===== src/pkg/odrm_pkg.sv =====
// constants for the output driver register map
package odrm_pkg;
  // operation codes of the command byte
  localparam logic [1:0] OP_WRITE = 2'h0;
  localparam logic [1:0] OP_READ = 2'h1;
  localparam logic [1:0] OP_READ_CLEAR = 2'h2;
  localparam logic [1:0] OP_READ_INFO = 2'h3;
  // working register space
  localparam logic [5:0] ADDR_BRIDGE_SWITCH = 6'h00;
  localparam logic [5:0] ADDR_HIGHSIDE_SWITCH = 6'h01;
  localparam logic [5:0] ADDR_BRIDGE_RECOVERY = 6'h02;
  localparam logic [5:0] ADDR_HIGHSIDE_RECOVERY = 6'h03;
  localparam logic [5:0] ADDR_OVERCURRENT = 6'h10;
  localparam logic [5:0] ADDR_OPENLOAD = 6'h11;
  localparam logic [5:0] ADDR_OPENLOAD_SUPPLY = 6'h12;
  localparam logic [5:0] ADDR_MASK_CONFIG = 6'h3f;
  // information space
  localparam logic [5:0] ADDR_INFO_HEADER = 6'h00;
  localparam logic [5:0] ADDR_INFO_REVISION = 6'h01;
  localparam logic [5:0] ADDR_INFO_PART_A = 6'h02;
  localparam logic [5:0] ADDR_INFO_PART_B = 6'h03;
  localparam logic [5:0] ADDR_FRAME_FORMAT = 6'h3e;
  localparam logic [15:0] FRAME_FORMAT_VALUE = 16'h0200;
  // reset values
  localparam logic [15:0] CTRL_RESET = 16'h0000;
  localparam logic [15:0] STATUS_RESET = 16'h0000;
  localparam logic [7:0] GLOBAL_RESET = 8'h20;
  // writable bits; reserved bits are stored as zero
  localparam logic [15:0] BRIDGE_SWITCH_BITS = 16'hfff1;
  localparam logic [15:0] HIGHSIDE_SWITCH_BITS = 16'hfe00;
  // field positions
  localparam int ENABLE_BIT = 0;
  localparam int BRIDGE_LSB = 4;
  localparam int NUM_BRIDGES = 6;
  localparam int CFG_A_FIRST = 15;
  localparam int CFG_A_SECOND = 14;
  localparam int CFG_B_FIRST = 13;
  localparam int CFG_B_SECOND = 12;
  localparam int HS_EXTRA_LSB = 9;
  localparam int NUM_DRIVERS = 19;
  // global status byte positions
  localparam int GS_GLOBAL = 7;
  localparam int GS_COMM = 6;
  localparam int GS_CHIP_RESET = 5;
  localparam int GS_THERMAL_SD = 4;
  localparam int GS_THERMAL_WARN = 3;
  localparam int GS_SUPPLY_OC = 2;
  localparam int GS_OPEN_LOAD = 1;
  localparam int GS_NOT_READY = 0;
  // mask configuration bits
  localparam int MASK_THERMAL_WARN = 3;
  localparam int MASK_OPEN_LOAD = 1;
endpackage


===== src/verilog/odrm_driver_gate.sv =====
// one output driver: request gated by the optional pulse input, registered
`timescale 1ns/1ps
module odrm_driver_gate
  import odrm_pkg::*;
(
  // clock and reset
  input wire logic clk_in,
  input wire logic rst_n_in,
  // request and pulse gating
  input wire logic req_in,
  input wire logic pwm_en_in,
  input wire logic pwm_in,
  // driver
  output logic on_out
);
  wire next_on = req_in & (~pwm_en_in | pwm_in);

  always_ff @(posedge clk_in or negedge rst_n_in)
  begin
    if (!rst_n_in)
      on_out <= 1'b0;
    else
      on_out <= next_on;
  end
endmodule


===== src/verilog/odrm_register_map.sv =====
// register map and output switch control of the multi-output driver
//
// Function
// RQ1: read/write control registers at 00h to 03h
// RQ2: read-only diagnostic status at 10h, 11h, 12h
// RQ3: mask register 3Fh gates global status bits
// RQ4: information space 3Eh returns frame format 0200h
// RQ5: register 0 bits 15..4 switch bridge drivers
// RQ6: pulse enable gates driver by pulse input
// RQ7: never both drivers of one bridge on
// RQ8: enable bit set selects active mode
// RQ9: enable bit clear: standby, register cleared
// RQ10: host writes zero to reserved bits
// RQ11: register 1 bits 15..12 are mode fields
// RQ12: mode 10 low, 01 high, else off
// RQ13: register 1 bits 11..9 switch extra drivers
// RQ14: write answers previous register content
// RQ15: both bridge bits set keeps bridge off
// RQ16: unlisted address reads zero, changes nothing
`timescale 1ns/1ps
module odrm_register_map
  import odrm_pkg::*;
#(
  // identification words; values are arbitrary
  parameter logic [15:0] INFO_HEADER = 16'h1234,
  parameter logic [15:0] INFO_REVISION = 16'h0001,
  parameter logic [15:0] INFO_PART_A = 16'h5a5a,
  parameter logic [15:0] INFO_PART_B = 16'ha5a5
)
(
  // clock and reset
  input wire logic clk_in,
  input wire logic arst_n_in,
  // decoded command frame
  input wire logic cmd_valid_in,
  input wire logic [1:0] cmd_op_in,
  input wire logic [5:0] cmd_addr_in,
  input wire logic [15:0] cmd_wdata_in,
  // in-frame answer
  output logic rsp_valid_out,
  output logic [15:0] rsp_data_out,
  output logic [7:0] global_status_out,
  // diagnostic events and flags
  input wire logic [15:0] overcurrent_event_in,
  input wire logic [15:0] openload_event_in,
  input wire logic [15:0] supply_event_in,
  input wire logic comm_error_in,
  input wire logic chip_reset_in,
  input wire logic thermal_shutdown_in,
  input wire logic thermal_warning_in,
  input wire logic not_ready_in,
  // pulse gate inputs
  input wire logic pulse_gate_input_a_in,
  input wire logic pulse_gate_input_b_in,
  // drivers
  output logic active_out,
  output logic [5:0] half_bridge_hs_out,
  output logic [5:0] half_bridge_ls_out,
  output logic config_highside_output_a_low_out,
  output logic config_highside_output_a_high_out,
  output logic config_highside_output_b_low_out,
  output logic config_highside_output_b_high_out,
  output logic highside_output_c_out,
  output logic highside_output_d_out,
  output logic highside_output_e_out
);
  logic rst_sync1;
  logic rst_n;
  logic [15:0] bridge_switch_control;
  logic [15:0] highside_switch_control;
  logic [15:0] bridge_recovery_pwm_setup;
  logic [15:0] highside_recovery_pwm_setup;
  logic [15:0] bridge_overcurrent_status;
  logic [15:0] bridge_openload_status;
  logic [15:0] openload_supply_status;
  logic [15:0] status_mask_config;
  logic [NUM_DRIVERS-1:0] drv_on;

  // reset release through two flip-flops
  always_ff @(posedge clk_in or negedge arst_n_in)
  begin
    if (!arst_n_in)
    begin
      rst_sync1 <= 1'b0;
      rst_n <= 1'b0;
    end
    else
    begin
      rst_sync1 <= 1'b1;
      rst_n <= rst_sync1;
    end
  end

  // command decode
  wire is_info = cmd_op_in == OP_READ_INFO;
  wire is_write = cmd_valid_in && cmd_op_in == OP_WRITE;
  wire is_clear = cmd_valid_in && cmd_op_in == OP_READ_CLEAR;
  wire wr_bridge = is_write && cmd_addr_in == ADDR_BRIDGE_SWITCH; // [RQ1]
  wire wr_highside = is_write && cmd_addr_in == ADDR_HIGHSIDE_SWITCH;
  wire wr_brec = is_write && cmd_addr_in == ADDR_BRIDGE_RECOVERY;
  wire wr_hrec = is_write && cmd_addr_in == ADDR_HIGHSIDE_RECOVERY;
  wire wr_mask = is_write && cmd_addr_in == ADDR_MASK_CONFIG; // [RQ3]
  wire clr_oc = is_clear && cmd_addr_in == ADDR_OVERCURRENT;
  wire clr_ol = is_clear && cmd_addr_in == ADDR_OPENLOAD;
  wire clr_sup = is_clear && cmd_addr_in == ADDR_OPENLOAD_SUPPLY;

  // read data of the working space; unlisted addresses give zero
  wire [15:0] ram_data =
    (cmd_addr_in == ADDR_BRIDGE_SWITCH) ? bridge_switch_control :
    (cmd_addr_in == ADDR_HIGHSIDE_SWITCH) ? highside_switch_control :
    (cmd_addr_in == ADDR_BRIDGE_RECOVERY) ? bridge_recovery_pwm_setup :
    (cmd_addr_in == ADDR_HIGHSIDE_RECOVERY) ? highside_recovery_pwm_setup :
    (cmd_addr_in == ADDR_OVERCURRENT) ? bridge_overcurrent_status : // [RQ2]
    (cmd_addr_in == ADDR_OPENLOAD) ? bridge_openload_status :
    (cmd_addr_in == ADDR_OPENLOAD_SUPPLY) ? openload_supply_status :
    (cmd_addr_in == ADDR_MASK_CONFIG) ? status_mask_config : 16'h0000; // [RQ16]
  wire [15:0] info_data =
    (cmd_addr_in == ADDR_INFO_HEADER) ? INFO_HEADER :
    (cmd_addr_in == ADDR_INFO_REVISION) ? INFO_REVISION :
    (cmd_addr_in == ADDR_INFO_PART_A) ? INFO_PART_A :
    (cmd_addr_in == ADDR_INFO_PART_B) ? INFO_PART_B :
    (cmd_addr_in == ADDR_FRAME_FORMAT) ? FRAME_FORMAT_VALUE : 16'h0000; // [RQ4] [RQ16]
  // a write answers what the register held before it
  wire [15:0] next_rsp_data = is_info ? info_data : ram_data; // [RQ14]

  // clearing the enable bit drops the whole register
  wire [15:0] next_bridge = cmd_wdata_in[ENABLE_BIT] ?
    (cmd_wdata_in & BRIDGE_SWITCH_BITS) : CTRL_RESET; // [RQ8] [RQ9] [RQ10]
  wire [15:0] next_highside = cmd_wdata_in & HIGHSIDE_SWITCH_BITS; // [RQ10]
  // events win over a read-and-clear in the same cycle
  wire [15:0] next_oc = (clr_oc ? STATUS_RESET : bridge_overcurrent_status) |
    overcurrent_event_in;
  wire [15:0] next_ol = (clr_ol ? STATUS_RESET : bridge_openload_status) |
    openload_event_in;
  wire [15:0] next_sup = (clr_sup ? STATUS_RESET : openload_supply_status) |
    supply_event_in;

  always_ff @(posedge clk_in or negedge rst_n)
  begin
    if (!rst_n)
    begin
      bridge_switch_control <= CTRL_RESET;
      highside_switch_control <= CTRL_RESET;
      bridge_recovery_pwm_setup <= CTRL_RESET;
      highside_recovery_pwm_setup <= CTRL_RESET;
      status_mask_config <= CTRL_RESET;
    end
    else
    begin
      if (wr_bridge)
        bridge_switch_control <= next_bridge;
      if (wr_highside)
        highside_switch_control <= next_highside;
      if (wr_brec)
        bridge_recovery_pwm_setup <= cmd_wdata_in;
      if (wr_hrec)
        highside_recovery_pwm_setup <= cmd_wdata_in;
      if (wr_mask)
        status_mask_config <= cmd_wdata_in;
    end
  end

  always_ff @(posedge clk_in or negedge rst_n)
  begin
    if (!rst_n)
    begin
      bridge_overcurrent_status <= STATUS_RESET;
      bridge_openload_status <= STATUS_RESET;
      openload_supply_status <= STATUS_RESET;
    end
    else
    begin
      bridge_overcurrent_status <= next_oc; // [RQ2]
      bridge_openload_status <= next_ol;
      openload_supply_status <= next_sup;
    end
  end

  // global status byte with masking
  wire tw_shown = thermal_warning_in & ~status_mask_config[MASK_THERMAL_WARN]; // [RQ3]
  wire ol_shown = (|bridge_openload_status | |openload_supply_status) &
    ~status_mask_config[MASK_OPEN_LOAD]; // [RQ3]
  wire uov_oc = |bridge_overcurrent_status | |openload_supply_status;
  wire gl_err = comm_error_in | ~chip_reset_in | thermal_shutdown_in | tw_shown |
    uov_oc | ol_shown | not_ready_in;
  wire [7:0] next_global = {gl_err, comm_error_in, chip_reset_in, thermal_shutdown_in,
    tw_shown, uov_oc, ol_shown, not_ready_in};

  always_ff @(posedge clk_in or negedge rst_n)
  begin
    if (!rst_n)
    begin
      rsp_valid_out <= 1'b0;
      rsp_data_out <= 16'h0000;
      global_status_out <= GLOBAL_RESET;
    end
    else
    begin
      rsp_valid_out <= cmd_valid_in;
      rsp_data_out <= next_rsp_data;
      global_status_out <= next_global;
    end
  end

  // driver requests
  wire [5:0] bridge_hs_bits;
  wire [5:0] bridge_ls_bits;
  genvar g;
  generate
    for (g = 0; g < NUM_BRIDGES; g++)
    begin : g_pair
      assign bridge_hs_bits[g] = bridge_switch_control[BRIDGE_LSB + 2*g + 1]; // [RQ5]
      assign bridge_ls_bits[g] = bridge_switch_control[BRIDGE_LSB + 2*g];
    end
  endgenerate
  // a bridge with both bits set stays fully off
  wire [5:0] bridge_conflict = bridge_hs_bits & bridge_ls_bits; // [RQ7] [RQ15]
  wire [5:0] hs_req = bridge_hs_bits & ~bridge_conflict;
  wire [5:0] ls_req = bridge_ls_bits & ~bridge_conflict;
  wire [1:0] mode_a = {highside_switch_control[CFG_A_FIRST],
    highside_switch_control[CFG_A_SECOND]}; // [RQ11]
  wire [1:0] mode_b = {highside_switch_control[CFG_B_FIRST],
    highside_switch_control[CFG_B_SECOND]};
  wire [3:0] cfg_req = {mode_b == 2'h1, mode_b == 2'h2,
    mode_a == 2'h1, mode_a == 2'h2}; // [RQ12]
  wire [2:0] extra_req = highside_switch_control[HS_EXTRA_LSB +: 3]; // [RQ13]
  wire [NUM_DRIVERS-1:0] req = {extra_req, cfg_req, ls_req, hs_req};
  wire [NUM_DRIVERS-1:0] pwm_en = {
    highside_recovery_pwm_setup[HS_EXTRA_LSB +: 3],
    {2{highside_recovery_pwm_setup[CFG_B_SECOND]}},
    {2{highside_recovery_pwm_setup[CFG_A_SECOND]}},
    {bridge_recovery_pwm_setup[14], bridge_recovery_pwm_setup[12],
      bridge_recovery_pwm_setup[10], bridge_recovery_pwm_setup[8],
      bridge_recovery_pwm_setup[6], bridge_recovery_pwm_setup[4]},
    {bridge_recovery_pwm_setup[15], bridge_recovery_pwm_setup[13],
      bridge_recovery_pwm_setup[11], bridge_recovery_pwm_setup[9],
      bridge_recovery_pwm_setup[7], bridge_recovery_pwm_setup[5]}};
  wire [NUM_DRIVERS-1:0] pwm_src = {{7{pulse_gate_input_b_in}}, {12{pulse_gate_input_a_in}}};

  generate
    for (g = 0; g < NUM_DRIVERS; g++)
    begin : g_drv
      odrm_driver_gate u_gate (
        .clk_in(clk_in),
        .rst_n_in(rst_n),
        .req_in(req[g]),
        .pwm_en_in(pwm_en[g]),
        .pwm_in(pwm_src[g]), // [RQ6]
        .on_out(drv_on[g])
      );
    end
  endgenerate

  assign active_out = bridge_switch_control[ENABLE_BIT]; // [RQ8]
  assign half_bridge_hs_out = drv_on[5:0];
  assign half_bridge_ls_out = drv_on[11:6];
  assign config_highside_output_a_low_out = drv_on[12];
  assign config_highside_output_a_high_out = drv_on[13];
  assign config_highside_output_b_low_out = drv_on[14];
  assign config_highside_output_b_high_out = drv_on[15];
  assign highside_output_c_out = drv_on[18]; // [RQ13]
  assign highside_output_d_out = drv_on[17];
  assign highside_output_e_out = drv_on[16];
endmodule


===== config.mk =====
export PLATFORM = sky130hd
export DESIGN_NAME = odrm_register_map
export DESIGN_NICKNAME = d
export VERILOG_FILES = /design/src/pkg/odrm_pkg.sv /design/src/verilog/odrm_driver_gate.sv /design/src/verilog/odrm_register_map.sv
export SDC_FILE = /design/constraint.sdc
export NUM_CORES = 1
export LEC_CHECK = 0
export BUFFER_PORTS_ARGS = -buffer_cell sky130_fd_sc_hd__buf_2
export CORE_ASPECT_RATIO = 1.75
export CORE_MARGIN = 8
export CORE_UTILIZATION = 51
export DETAILED_ROUTE_END_ITERATION = 10
export HOLD_SLACK_MARGIN = 0.1
export PLACE_DENSITY = 0.88
export SLEW_MARGIN = 5
export SYNTH_ARGS = -nofsm -noshare
export SYNTH_HDL_FRONTEND = slang
export SYNTH_SLANG_ARGS = --single-unit

===== constraint.sdc =====
create_clock -name clk_in -period 4.61 [get_ports clk_in]
set_input_delay 0.922 -clock clk_in [delete_from_list [all_inputs] [get_ports clk_in]]
set_output_delay 0.922 -clock clk_in [all_outputs]
set_load 0.03 [all_outputs]

==> summary.md, run 1 <==
| Metric | Value |
|---|---|
| Outcome | complete, no violations |
| Final setup violation count | 0 |
| Post-synthesis adder-cell area fraction | 0 |
| Synth unique cells | 64 |
| Clock share of power | 0.447 |
| Cell mode on critical path | nand2_1 |
| Family with the most delay on the worst path | simple AND/OR/NAND/NOR gates |
| Final Hold Fails | 0 |
| FMAX | 342 MHz |
| Grt total ovfl | 0 |
| Critical Path Start Type | input pin |
| CP arrival | 3.18 ns |
| Sinks on Clock Net | 162 |
| Min-Delay Path Class | in2async |
| Post-Syn Area | 7210 um2 |
| Synth Warn # | 0 |
| Clk buf depth | 2 |
| Relative slew slack | 0.314 |
| I/O pins | 127 |
| Ys flop type | dfrtp_1 |
| Crit-path cells | buf_2 > or4_1 > nor2_2 > nand2_1 > nand2_1 > o21ai_0 |
| Largest area contributor in the netlist | dfrtp_1 |
| Drt via density | 6.09 |
| Die X-Extent | 106 um |
| Synth cell count leaders | dfrtp_1 (161), mux2_2 (63), nand2_1 (52) |
| CTS tree | done |
| Share of the synthesized area in the top cell type | 0.559 |
| Sequential share of power | 0.475 |
| Area grow syn2layout | 17.8% |
| Synth Instances | 629 |
| Dpl ws | 1.34 ns |
| Area of the core | 13,800 um2 |
| Ratio of cells with drive above 1 in the final layout | 0.321 |
| Psw | 0.756 mW |
| Port Buffers | 126 |
| Seq cells post-synth | 162 |
| Largest net degree at the start of global routing | 107 |
| NumNets Final | 816 |
| Combinational share of power | 0.077 |
| Multi-input gate area | 2840 um2 |
| Cell-internal power | 2.40 mW |
| Post-synthesis mux area share | 0.107 |
| Worst-Skew Late Latency | 0.43 ns |
| Total Routed Length | 19,900 um |
| Starting density of the core | 0.521 |
| Number of diodes | 0 |
| Final WS setup | 1.69 ns |
| Number of enable flip-flop cells after synthesis | 0 |
| Crit Path Class | in2reg |
| Largest family of logic cells by synthesized area | compound AO/OA/AOI/OAI gates |
| Synth async-reset ratio | 1.00 |
| Post-synthesis compound-gate area fraction | 0.181 |
| TritonCTS buffer count | 17 |
| Max-Cap Viols | 0 |
| Top-count cell post-synth | dfrtp_1 |
| Post-CTS setup buffers | 0 |
| Sw frac | 0.240 |
| Worst-Margin Slew | 1.03 ns |
| Placer congestion estimate | 0.940 |
| RSZ-0062 raised after global routing | no |
| Tot Pwr | 3.16 mW |
| Crit Path Max Fanout | 25 |
| Syn Area/Cell | 11.5 um2 |
| Post-CTS resize count | 0 |
| FF/Latch Area | 4060 um2 |
| Crit path time final | 2.92 ns |
| Initial antenna violation count | 0 |
| Fillers | 1,123 |
| Synth Area in XOR/XNOR | 0 |
| Peak supply drop | 0.277 mV |
| Row count | 57 |
| CTS H-tree lvls | 4 |
| Count of pins over their slew limit | 0 |
| Post-route ant nets | 0 |
| Cell types occupying the most area after synthesis | dfrtp_1 (56%), mux2_2 (9.8%), a21o_1 (5.3%) |
| Crit-path max cell delay | 0.90 ns |
| Leakage | 3.87 nW |
| Clk root buf | clkbuf_16 |
| Total negative slack | 0 ns |
| WP data required | 4.86 ns |
| Number of hold buffers added after cts | 0 |
| Total GRT Usage | 0.222 |
| Detailed-route wire length per cell | 21.5 um |
| First-pass GRT wire length | 31,700 um |
| Simple-gate share of the synthesized area | 0.103 |
| Worst Clk Skew | 0.00859 ns |
| Syn nets | 711 |
| Final period utilization | 0.634 |
| DR iter-0 viols | 611 |
| P per Cell Area | 372 nW/um2 |
| Via count | 5,625 |
| DR pass1 iterations | 6 |
| Die H | 173 um |
| Hold Worst Slack | 0.271 ns |
| Drt drc | 0 |
| DIE AREA | 18,300 um2 |
| Worst-path clk slew | 0.06 ns |
| Sequential fraction of the synthesis area | 0.563 |
| CP endpoint kind | register |
| Buf+Inv Stages, Crit Path | 1 |
| CP max-delay cell | or4_1 |
| Vias in the first global route | 5,790 |
| Hpwl dp | 14,500 um |
## state kept, by name, indices dropped and copies added (netlist names)
signal                       cells
global_status_out                8
bridge_switch_control           13
highside_switch_control          7
rst_sync1                        1
openload_supply_status          16
bridge_overcurrent_status       16
g_drv.u_gate.on_out             19
rsp_data_out                    16
bridge_openload_status          16
status_mask_config              16
rst_n                            1
bridge_recovery_pwm_setup       16
rsp_valid_out                    1
highside_recovery_pwm_setup     16
## power groups by stage
stage	Combinational, mW	Clock [mW]	Sequential [mW]
finish	0.244	1.41	1.50
global placement	0.236	0	1.52
floorplan	0.111	0	1.55
global route	0.265	1.49	1.50
CTS	0.244	1.43	1.50
detailed placement	0.242	0	1.52
## layout make-up
cell class | instances | share of cell area
clock buffer | 22 | 0.0558
clock inverter | 10 | 0.0149
inverter | 21 | 0.00928
multi-input combinational | 399 | 0.334
sequential | 162 | 0.478
tap | 177 | 0.0261
timing repair buffer | 133 | 0.0819
## layout by cell type, fill, tap and decap left out, drive strengths merged, types with 5 or more instances in the layout
cell and count:
nand3 8, mux2i 6, a221o 5, buf 133, clkbuf 22, a21o 51
clkinv 5, dfrtp 161, a211oi 11, a22oi 13, nor2b 9, nand2 53
nor2 18, nand2b 9, nor4 13, inv 21, o21ai 37, mux2 63
a21oi 34
## path summary, 6_finish.rpt
path | slack (ns) | start | endpoint | cells after the start
max | 1.69 | cmd_addr_in[4] | bridge_switch_control[14]$_DFFE_PN0P_ | 6
min | 0.27 | arst_n_in | rst_n$_DFF_PN0_ | 1
max reg2reg | 2.67 | bridge_overcurrent_status[11]$_DFF_PN0_ | global_status_out[7]$_DFF_PN0_ | 4
min reg2reg | 0.35 | rst_sync1$_DFF_PN0_ | rst_n$_DFF_PN0_ | 0
max in group asynchronous | 3.23 | rst_n$_DFF_PN0_ | bridge_switch_control[7]$_DFFE_PN0P_ | 1
min in group clk_in | 0.35 | rst_sync1$_DFF_PN0_ | rst_n$_DFF_PN0_ | 0
## logic make-up after synthesis
kind of cell,count (synthesis)
mux,69
buf+inv,68
other cells,1
flops,162
simple gates,138
compound gates,191
## metal layers
metal / track usage / vias to the layer above / part of all wire
li1: - / 2482 / -
met4: 0.134 / 0 / 0.052
met5: 0 / - / 0
met3: 0.0544 / 72 / 0.078
met2: 0.375 / 328 / 0.52
met1: 0.245 / 2743 / 0.35
## stage by stage
| stage | utilization | instances | area (um2) |
|---|---|---|---|
| 2_1_floorplan | - | 629 | 7210 |
| 6_report | 0.614 | 924 | 8490 |
| 4_1_cts | 0.614 | 924 | 8490 |
| 3_5_place_dp | 0.570 | 892 | 7890 |
| 3_3_place_gp | 0.570 | 892 | 7890 |
| 5_1_grt | 0.614 | 924 | 8490 |
No activity file was read; power rests on OpenSTA's default activity.
==> run 2, diff against run 1 <==
- clock period: 4.61 -> 2.5 ns (I/O delays scaled with it)
==> summary.md, run 2 (same netlist as run 1, synthesis figures left out) <==
| Metric | Value |
|---|---|
| Placer congestion estimate | 0.931 (was 0.940) |
| Final core utilization | 0.625 (was 0.614) |
| Met2 Use GR | 0.388 (was 0.375) |
| Hpwl dp | 15,400 um (was 14,500 um) |
| Row count | 57 (unchanged) |
| Sw frac | 0.252 (was 0.240) |
| Total GRT Usage | 0.230 (was 0.222) |
| Die H | 173 um (unchanged) |
| CTS H-tree lvls | 4 (unchanged) |
| Starting density of the core | 0.521 (unchanged) |
| P per Cell Area | 663 nW/um2 (was 372 nW/um2) |
| Total negative slack | 0 ns (unchanged) |
| Total Routed Length | 20,800 um (was 19,900 um) |
| Drt via density | 6.14 (was 6.09) |
| Peak supply drop | 0.572 mV (was 0.277 mV) |
| Hold_sp | chip_reset_in |
| Final std cells w/o fill | 945 (was 924) |
| Via count | 5,804 (was 5,625) |
| Crit Path Class | in2reg (unchanged) |
| Dpl cells | 912 (was 892) |
| Multi-input gate area | 2840 um2 (unchanged) |
| Cell-internal power | 4.29 mW (was 2.40 mW) |
| FF/Latch Area | 4060 um2 (unchanged) |
| DR pass1 iterations | 5 (was 6) |
| Area of the core | 13,800 um2 (unchanged) |
| Psw | 1.45 mW (was 0.756 mW) |
| Worst-path clk slew | 0.07 ns (was 0.06 ns) |
| CP max-delay cell | or4b_1 (was or4_1) |
| GRT busiest layer | met2 (unchanged) |
| Detailed-route wire length per cell | 22.0 um (was 21.5 um) |
| Clk root buf | clkbuf_16 (unchanged) |
| Family with the most delay on the worst path | simple AND/OR/NAND/NOR gates (unchanged) |
| Largest net degree at the start of global routing | 66 (was 107) |
| Drt drc | 0 (unchanged) |
| R2R Path Start | bridge_overcurrent_status[6]$_DFF_PN0_ (was bridge_overcurrent_status[11]$_DFF_PN0_) |
| Die X-Extent | 106 um (unchanged) |
| Initial antenna violation count | 0 (unchanged) |
| First-pass GRT wire length | 32,800 um (was 31,700 um) |
| WP data required | 2.81 ns (was 4.86 ns) |
| Clock share of power | 0.435 (was 0.447) |
| Reg with most FFs | g_drv.u_gate.on_out (unchanged) |
| Max FFs per register | 19 (unchanged) |
| Outcome | complete, no violations (unchanged) |
| Combinational share of power | 0.084 (was 0.077) |
| Worst-Skew Late Latency | 0.43 ns (about the same) |
| Min-Delay Path Class | in2reg (was in2async) |
| Routing usage on met1 | 0.240 (was 0.245) |
| Final Hold Fails | 0 (unchanged) |
| Grt total ovfl | 0 (unchanged) |
| CP startpoint | cmd_addr_in[4] (unchanged) |
| Cell mode on critical path | a22oi_1 (was nand2_1) |
| RSZ-0062 raised after global routing | no (unchanged) |
| Clk buf depth | 2 (unchanged) |
| CP endpoint kind | register (unchanged) |
| FMAX | 481 MHz |
| Critical Path Start Type | input pin (unchanged) |
| DIE AREA | 18,300 um2 (unchanged) |
| Final period utilization | 0.832 |
| Commonest non-fill, non-tap cell in the layout | dfrtp_1 (unchanged) |
| Max-Cap Viols | 0 (unchanged) |
| Fillers | 1,104 (was 1,123) |
| Met3 Use GR | 0.0588 (was 0.0544) |
| Post-CTS setup buffers | 0 (unchanged) |
| Count of pins over their slew limit | 0 (unchanged) |
| Most frequent cells in the layout | dfrtp_1 (160), buf_2 (126), mux2_2 (63) (unchanged) |
| Number of hold buffers added after cts | 1 (was 0) |
| Buf+Inv Stages, Crit Path | 1 (unchanged) |
| Crit-path cells | buf_2 > or4b_1 > nor2_4 > a22oi_1 > a211o_1 > a22oi_1 (was buf_2 > or4_1 > nor2_2 > nand2_1 > nand2_1 > o21ai_0) |
| Vias in the first global route | 6,116 (was 5,790) |
| Ratio of cells with drive above 1 in the final layout | 0.340 (was 0.321) |
| Tot Pwr | 5.74 mW (was 3.16 mW) |
| Post-route ant nets | 0 (unchanged) |
| DR iter-0 viols | 503 (was 611) |
| Crit Path Max Fanout | 12 (was 25) |
| Crit path time final | 2.08 ns |
| I/O pins | 127 (unchanged) |
| TritonCTS buffer count | 17 (unchanged) |
| Crit-path max cell delay | 0.63 ns (was 0.90 ns) |
| Worst-Margin Slew | 0.653 ns (was 1.03 ns) |
| CP arrival | 2.39 ns (was 3.18 ns) |
| Sequential share of power | 0.481 (was 0.475) |
| Sinks on Clock Net | 162 (unchanged) |
| Leakage | 3.96 nW (was 3.87 nW) |
| Relative slew slack | 0.565 (was 0.314) |
| Post-CTS resize count | 0 (unchanged) |
| NumNets Final | 837 (was 816) |
| Number of diodes | 0 (unchanged) |
| Worst Clk Skew | 0.00751 ns (was 0.00859 ns) |
| Area grow syn2layout | 20.0% (was 17.8%) |
| CTS tree | done (unchanged) |
| Port Buffers | 126 (unchanged) |
| Final setup violation count | 0 (unchanged) |
## run 2: cell types whose count changed in the layout (fill, tap and decap cells not counted), sizes merged
cell | previous run | this run
clkbuf | 22 | 19
bufinv | 2 | 1
inv | 21 | 24
clkinvlp | 3 | 4
dlygate4sd3 | 0 | 1
buf | 133 | 153
## run 2: cell type report
class / count / area share
clock buffer: 19 / 0.0512
clock inverter: 13 / 0.0146
inverter: 21 / 0.00912
multi-input combinational: 399 / 0.328
sequential: 162 / 0.469
tap: 177 / 0.0256
timing repair buffer: 154 / 0.102
## run 2: worst paths after layout
kind | endpoint | slack [ns] | cells after the start
max | rsp_data_out[7]$_DFF_PN0_ | 0.42 | 6
min | global_status_out[5]$_DFF_PN1_ | 0.17 | 1
max reg2reg | global_status_out[7]$_DFF_PN0_ | 0.44 | 4
min reg2reg | global_status_out[4]$_DFF_PN0_ | 0.29 | 0
max in group asynchronous | openload_supply_status[4]$_DFF_PN0_ | 1.48 | 1
min in group asynchronous | global_status_out[4]$_DFF_PN0_ | 0.29 | 0
## run 2: per-stage QoR
stage | instance area [um2] | hold slack (ns) | worst slack (ns)
after floorplan | 7210 | 0.204 | 0.332
after global placement | 8070 | 0.285 | 0.110
after detailed placement | 8070 | 0.290 | -0.0118
after CTS | 8650 | 0.161 | 0.428
after global routing | 8650 | 0.159 | 0.270
final | 8650 | 0.173 | 0.419
## run 2: power by group through the flow
stage	clock (mW)	combinational, mW	sequential, mW
6_report	2.49	0.483	2.76
3_5_place_dp	0	0.475	2.81
2_1_floorplan	0	0.205	2.86
5_1_grt	2.62	0.522	2.77
4_1_cts	2.52	0.480	2.76
3_3_place_gp	0	0.465	2.80
## run 2: layer usage
metal,part of all wire,up-vias
met5,0,-
met4,0.071,0
met3,0.073,111
met2,0.51,353
met1,0.34,2819
li1,-,2521
==> run 3, diff against run 2 <==
- ABC_AREA: unset -> 1
- CORE_UTILIZATION: 51 -> 50
- PLACE_DENSITY: 0.88 -> 0.87
- clock period: 2.5 -> 1.85 ns (I/O delays scaled with it)
==> summary.md, run 3 <==
| Metric | Value |
|---|---|
| Outcome | complete, no violations (unchanged) |
| Die X-Extent | 106 um (about the same) |
| Final setup violation count | 0 (unchanged) |
| M1 WL | 7160 um (was 7170 um) |
| FF/Latch Area | 4060 um2 (unchanged) |
| CTS H-tree lvls | 4 (unchanged) |
| Reg2Reg Depth | 6 (was 4) |
| FMAX | 590 MHz |
| Cell types occupying the most area after synthesis | dfrtp_1 (57%), nand2_1 (9.1%), inv_1 (5.1%) (was dfrtp_1 (56%), mux2_2 (9.8%), a21o_1 (5.3%)) |
| Min-Delay Path Class | in2reg (unchanged) |
| Synth Warn # | 0 (unchanged) |
| Family with the most delay on the worst path | buffers and inverters (was simple AND/OR/NAND/NOR gates) |
| Combinational share of power | 0.079 (was 0.084) |
| Crit Path Max Fanout | 32 (was 12) |
| Area grow syn2layout | 21.2% (was 20.0%) |
| Ratio of cells with drive above 1 in the final layout | 0.233 (was 0.340) |
| Vias in the first global route | 6,272 (was 6,116) |
| I/O pins | 127 (unchanged) |
| Psw | 1.98 mW (was 1.45 mW) |
| Hold_sp | openload_event_in[15] (was chip_reset_in) |
| Dpl cells | 1,061 (was 912) |
| Largest net degree at the start of global routing | 52 (was 66) |
| Ys flop type | dfrtp_1 (unchanged) |
| Via count | 5,974 (was 5,804) |
| CP endpoint kind | register (unchanged) |
| Most frequent cells in the layout | nand2_1 (171), dfrtp_1 (160), buf_2 (126) (was dfrtp_1 (160), buf_2 (126), mux2_2 (63)) |
| Sequential fraction of the synthesis area | 0.573 (was 0.563) |
| Syn Area/Cell | 9.20 um2 (was 11.5 um2) |
| Sinks on Clock Net | 162 (unchanged) |
| Synth async-reset ratio | 1.00 (unchanged) |
| DR iter-0 viols | 421 (was 503) |
| Number of diodes | 0 (unchanged) |
| Area of the core | 13,800 um2 (unchanged) |
| Worst-Skew Late Latency | 0.43 ns (about the same) |
| Hold path cells | 2 (was 1) |
| Total Routed Length | 19,400 um (was 20,800 um) |
| Leakage | 4.73 nW (was 3.96 nW) |
| Row count | 57 (unchanged) |
| Final std cells w/o fill | 1,099 (was 945) |
| P per Cell Area | 929 nW/um2 (was 663 nW/um2) |
| Starting density of the core | 0.512 (was 0.521) |
| CP startpoint | cmd_valid_in (was cmd_addr_in[4]) |
| Final WS setup | 0.156 ns (was 0.419 ns) |
| TritonCTS buffer count | 17 (unchanged) |
| Share of the synthesized area in the top cell type | 0.569 (was 0.559) |
| DIE AREA | 18,400 um2 (was 18,300 um2) |
| Worst Hold Endpoint | bridge_openload_status[15]$_DFF_PN0_ (was global_status_out[5]$_DFF_PN1_) |
| Seq cells post-synth | 162 (unchanged) |
| Crit-path max cell delay | 0.52 ns (was 0.63 ns) |
| Top-count cell post-synth | nand2_1 (was dfrtp_1) |
| Reg with most FFs | g_drv.u_gate.on_out (unchanged) |
| Drt drc | 0 (unchanged) |
| Reg2reg end | global_status_out[7]$_DFF_PN0_ (unchanged) |
| Crit Path Class | in2reg (unchanged) |
| Largest area contributor in the netlist | dfrtp_1 (unchanged) |
| Design area | 8580 um2 (was 8650 um2) |
| Final period utilization | 0.916 |
| Crit path time final | 1.69 ns |
| Peak supply drop | 0.621 mV (was 0.572 mV) |
| Cell-internal power | 5.99 mW (was 4.29 mW) |
| Total negative slack | 0 ns (unchanged) |
| Drt via density | 5.44 (was 6.14) |
| Synth unique cells | 35 (was 64) |
| Buf+Inv Stages, Crit Path | 3 (was 1) |
| Count of pins over their slew limit | 0 (unchanged) |
| Worst-path clk slew | 0.06 ns (was 0.07 ns) |
| Dpl ws | 0.131 ns (was -0.0118 ns) |
| Port Buffers | 126 (unchanged) |
| Crit-path cells | dlygate4sd3_1 > buf_2 > nand2_1 > nor2_2 > nand2_2 > buf_4 > o21ai_0 (was buf_2 > or4b_1 > nor2_4 > a22oi_1 > a211o_1 > a22oi_1) |
| Die H | 173 um (about the same) |
| CP arrival | 2.01 ns (was 2.39 ns) |
| Sequential share of power | 0.472 (was 0.481) |
| Syn nets | 852 (was 711) |
| Tot Pwr | 7.97 mW (was 5.74 mW) |
| Number of enable flip-flop cells after synthesis | 0 (unchanged) |
| Post-Syn Area | 7080 um2 (was 7210 um2) |
| DR pass1 iterations | 5 (unchanged) |
| Post-CTS resize count | 0 (unchanged) |
| Synth cell count leaders | nand2_1 (171), dfrtp_1 (161), inv_1 (97) (was dfrtp_1 (161), mux2_2 (63), nand2_1 (52)) |
| First-pass GRT wire length | 32,100 um (was 32,800 um) |
| Commonest non-fill, non-tap cell in the layout | nand2_1 (was dfrtp_1) |
| Grt total ovfl | 0 (unchanged) |
| Clk buf depth | 2 (unchanged) |
| WP data required | 2.17 ns (was 2.81 ns) |
| Met3 wire length | 1310 um (was 1520 um) |
| Initial antenna violation count | 0 (unchanged) |
| Cell Area, Placed | 7920 um2 (was 8070 um2) |
| Clock share of power | 0.449 (was 0.435) |
| Max-Cap Viols | 0 (unchanged) |
| Clk root buf | clkbuf_16 (unchanged) |
| Metal2 WL | 9890 um (was 10,600 um) |
| Hpwl dp | 14,600 um (was 15,400 um) |
| RSZ-0062 raised after global routing | no (unchanged) |
| Fillers | 1,164 (was 1,104) |
| Top sig layer | met4 (unchanged) |
| NumNets Final | 991 (was 837) |
| Reg2reg setup slack | 0.24 ns (was 0.44 ns) |
| Post-route ant nets | 0 (unchanged) |
| CTS tree | done (unchanged) |
| Final Hold Fails | 0 (unchanged) |
| CP max-delay cell | dlygate4sd3_1 (was or4b_1) |
| Critical Path Start Type | input pin (unchanged) |
| Detailed-route wire length per cell | 17.6 um (was 22.0 um) |
| R2R Path Start | bridge_overcurrent_status[7]$_DFF_PN0_ (was bridge_overcurrent_status[6]$_DFF_PN0_) |
| Multi-input gate area | 2370 um2 (was 2840 um2) |
| Worst Clk Skew | 0.00833 ns (was 0.00751 ns) |
| Sw frac | 0.249 (was 0.252) |
| Total GRT Usage | 0.219 (was 0.230) |
| Synth Instances | 770 (was 629) |
| Max FFs per register | 19 (unchanged) |
| Placer congestion estimate | 1.01 (was 0.931) |
[run 3: cell types whose count changed after synthesis, moves of 18 or more]
cell and change:
nand2_1 +119, inv_1 +77, mux2_2 -63, a21o_1 -51, o21bai_1 +48, nand3_1 +32
clkbuf_1 -18, nor2_1 +18
[run 3: how the worst max path moves through the flow]
stage | to | slack, ns | cells after the start
finish | bridge_recovery_pwm_setup[10]$_DFFE_PN0P_ | 0.16 | 7
global route | bridge_recovery_pwm_setup[10]$_DFFE_PN0P_ | 0.06 | 7
CTS | bridge_recovery_pwm_setup[10]$_DFFE_PN0P_ | 0.14 | 7
detailed placement | openload_supply_status[2]$_DFF_PN0_ | 0.13 | 7
global placement | rsp_data_out[12]$_DFF_PN0_ | 0.18 | 10
floorplan | bridge_openload_status[0]$_DFF_PN0_ | 0.17 | 0
[run 3: logic make-up after synthesis]
family | Yosys count | share of synthesized area
simple gates | 296 | 0.189
other cells | 1 | 0.000530
buf+inv | 141 | 0.0920
compound gates | 170 | 0.146
flops | 162 | 0.573
[run 3: metrics by stage]
stage / hold slack, ns / utilization
detailed placement: 0.159 / 0.572
CTS: 0.130 / 0.620
finish: 0.136 / 0.620
floorplan: 0.0744 / -
global placement: 0.155 / 0.572
global route: 0.135 / 0.620
[run 3: area by class of cell]
| class | instances | share of cell area |
|---|---|---|
| sequential | 162 | 0.473 |
| clock buffer | 19 | 0.0528 |
| inverter | 104 | 0.0462 |
| clock inverter | 13 | 0.0173 |
| timing repair buffer | 157 | 0.108 |
| multi-input combinational | 467 | 0.277 |
| tap | 177 | 0.0258 |
[run 3: timing repair]
action	4_1_cts	5_1_grt
hold endpoints to repair	7	0
hold buffers	6	0
setup buffers	0	0
[run 3: routing by layer]
| metal | track usage | vias up |
|---|---|---|
| met5 | 0 | - |
| met4 | 0.132 | 0 |
| met3 | 0.0544 | 71 |
| met2 | 0.372 | 305 |
| met1 | 0.240 | 2832 |
| li1 | - | 2766 |
[run 3: power groups by stage]
stage | Combinational (mW) | Clock, mW | Sequential, mW
5_1_grt | 0.695 | 3.75 | 3.78
4_1_cts | 0.636 | 3.60 | 3.77
2_1_floorplan | 0.297 | 0 | 3.91
3_5_place_dp | 0.620 | 0 | 3.83
6_report | 0.630 | 3.58 | 3.77
3_3_place_gp | 0.605 | 0 | 3.82
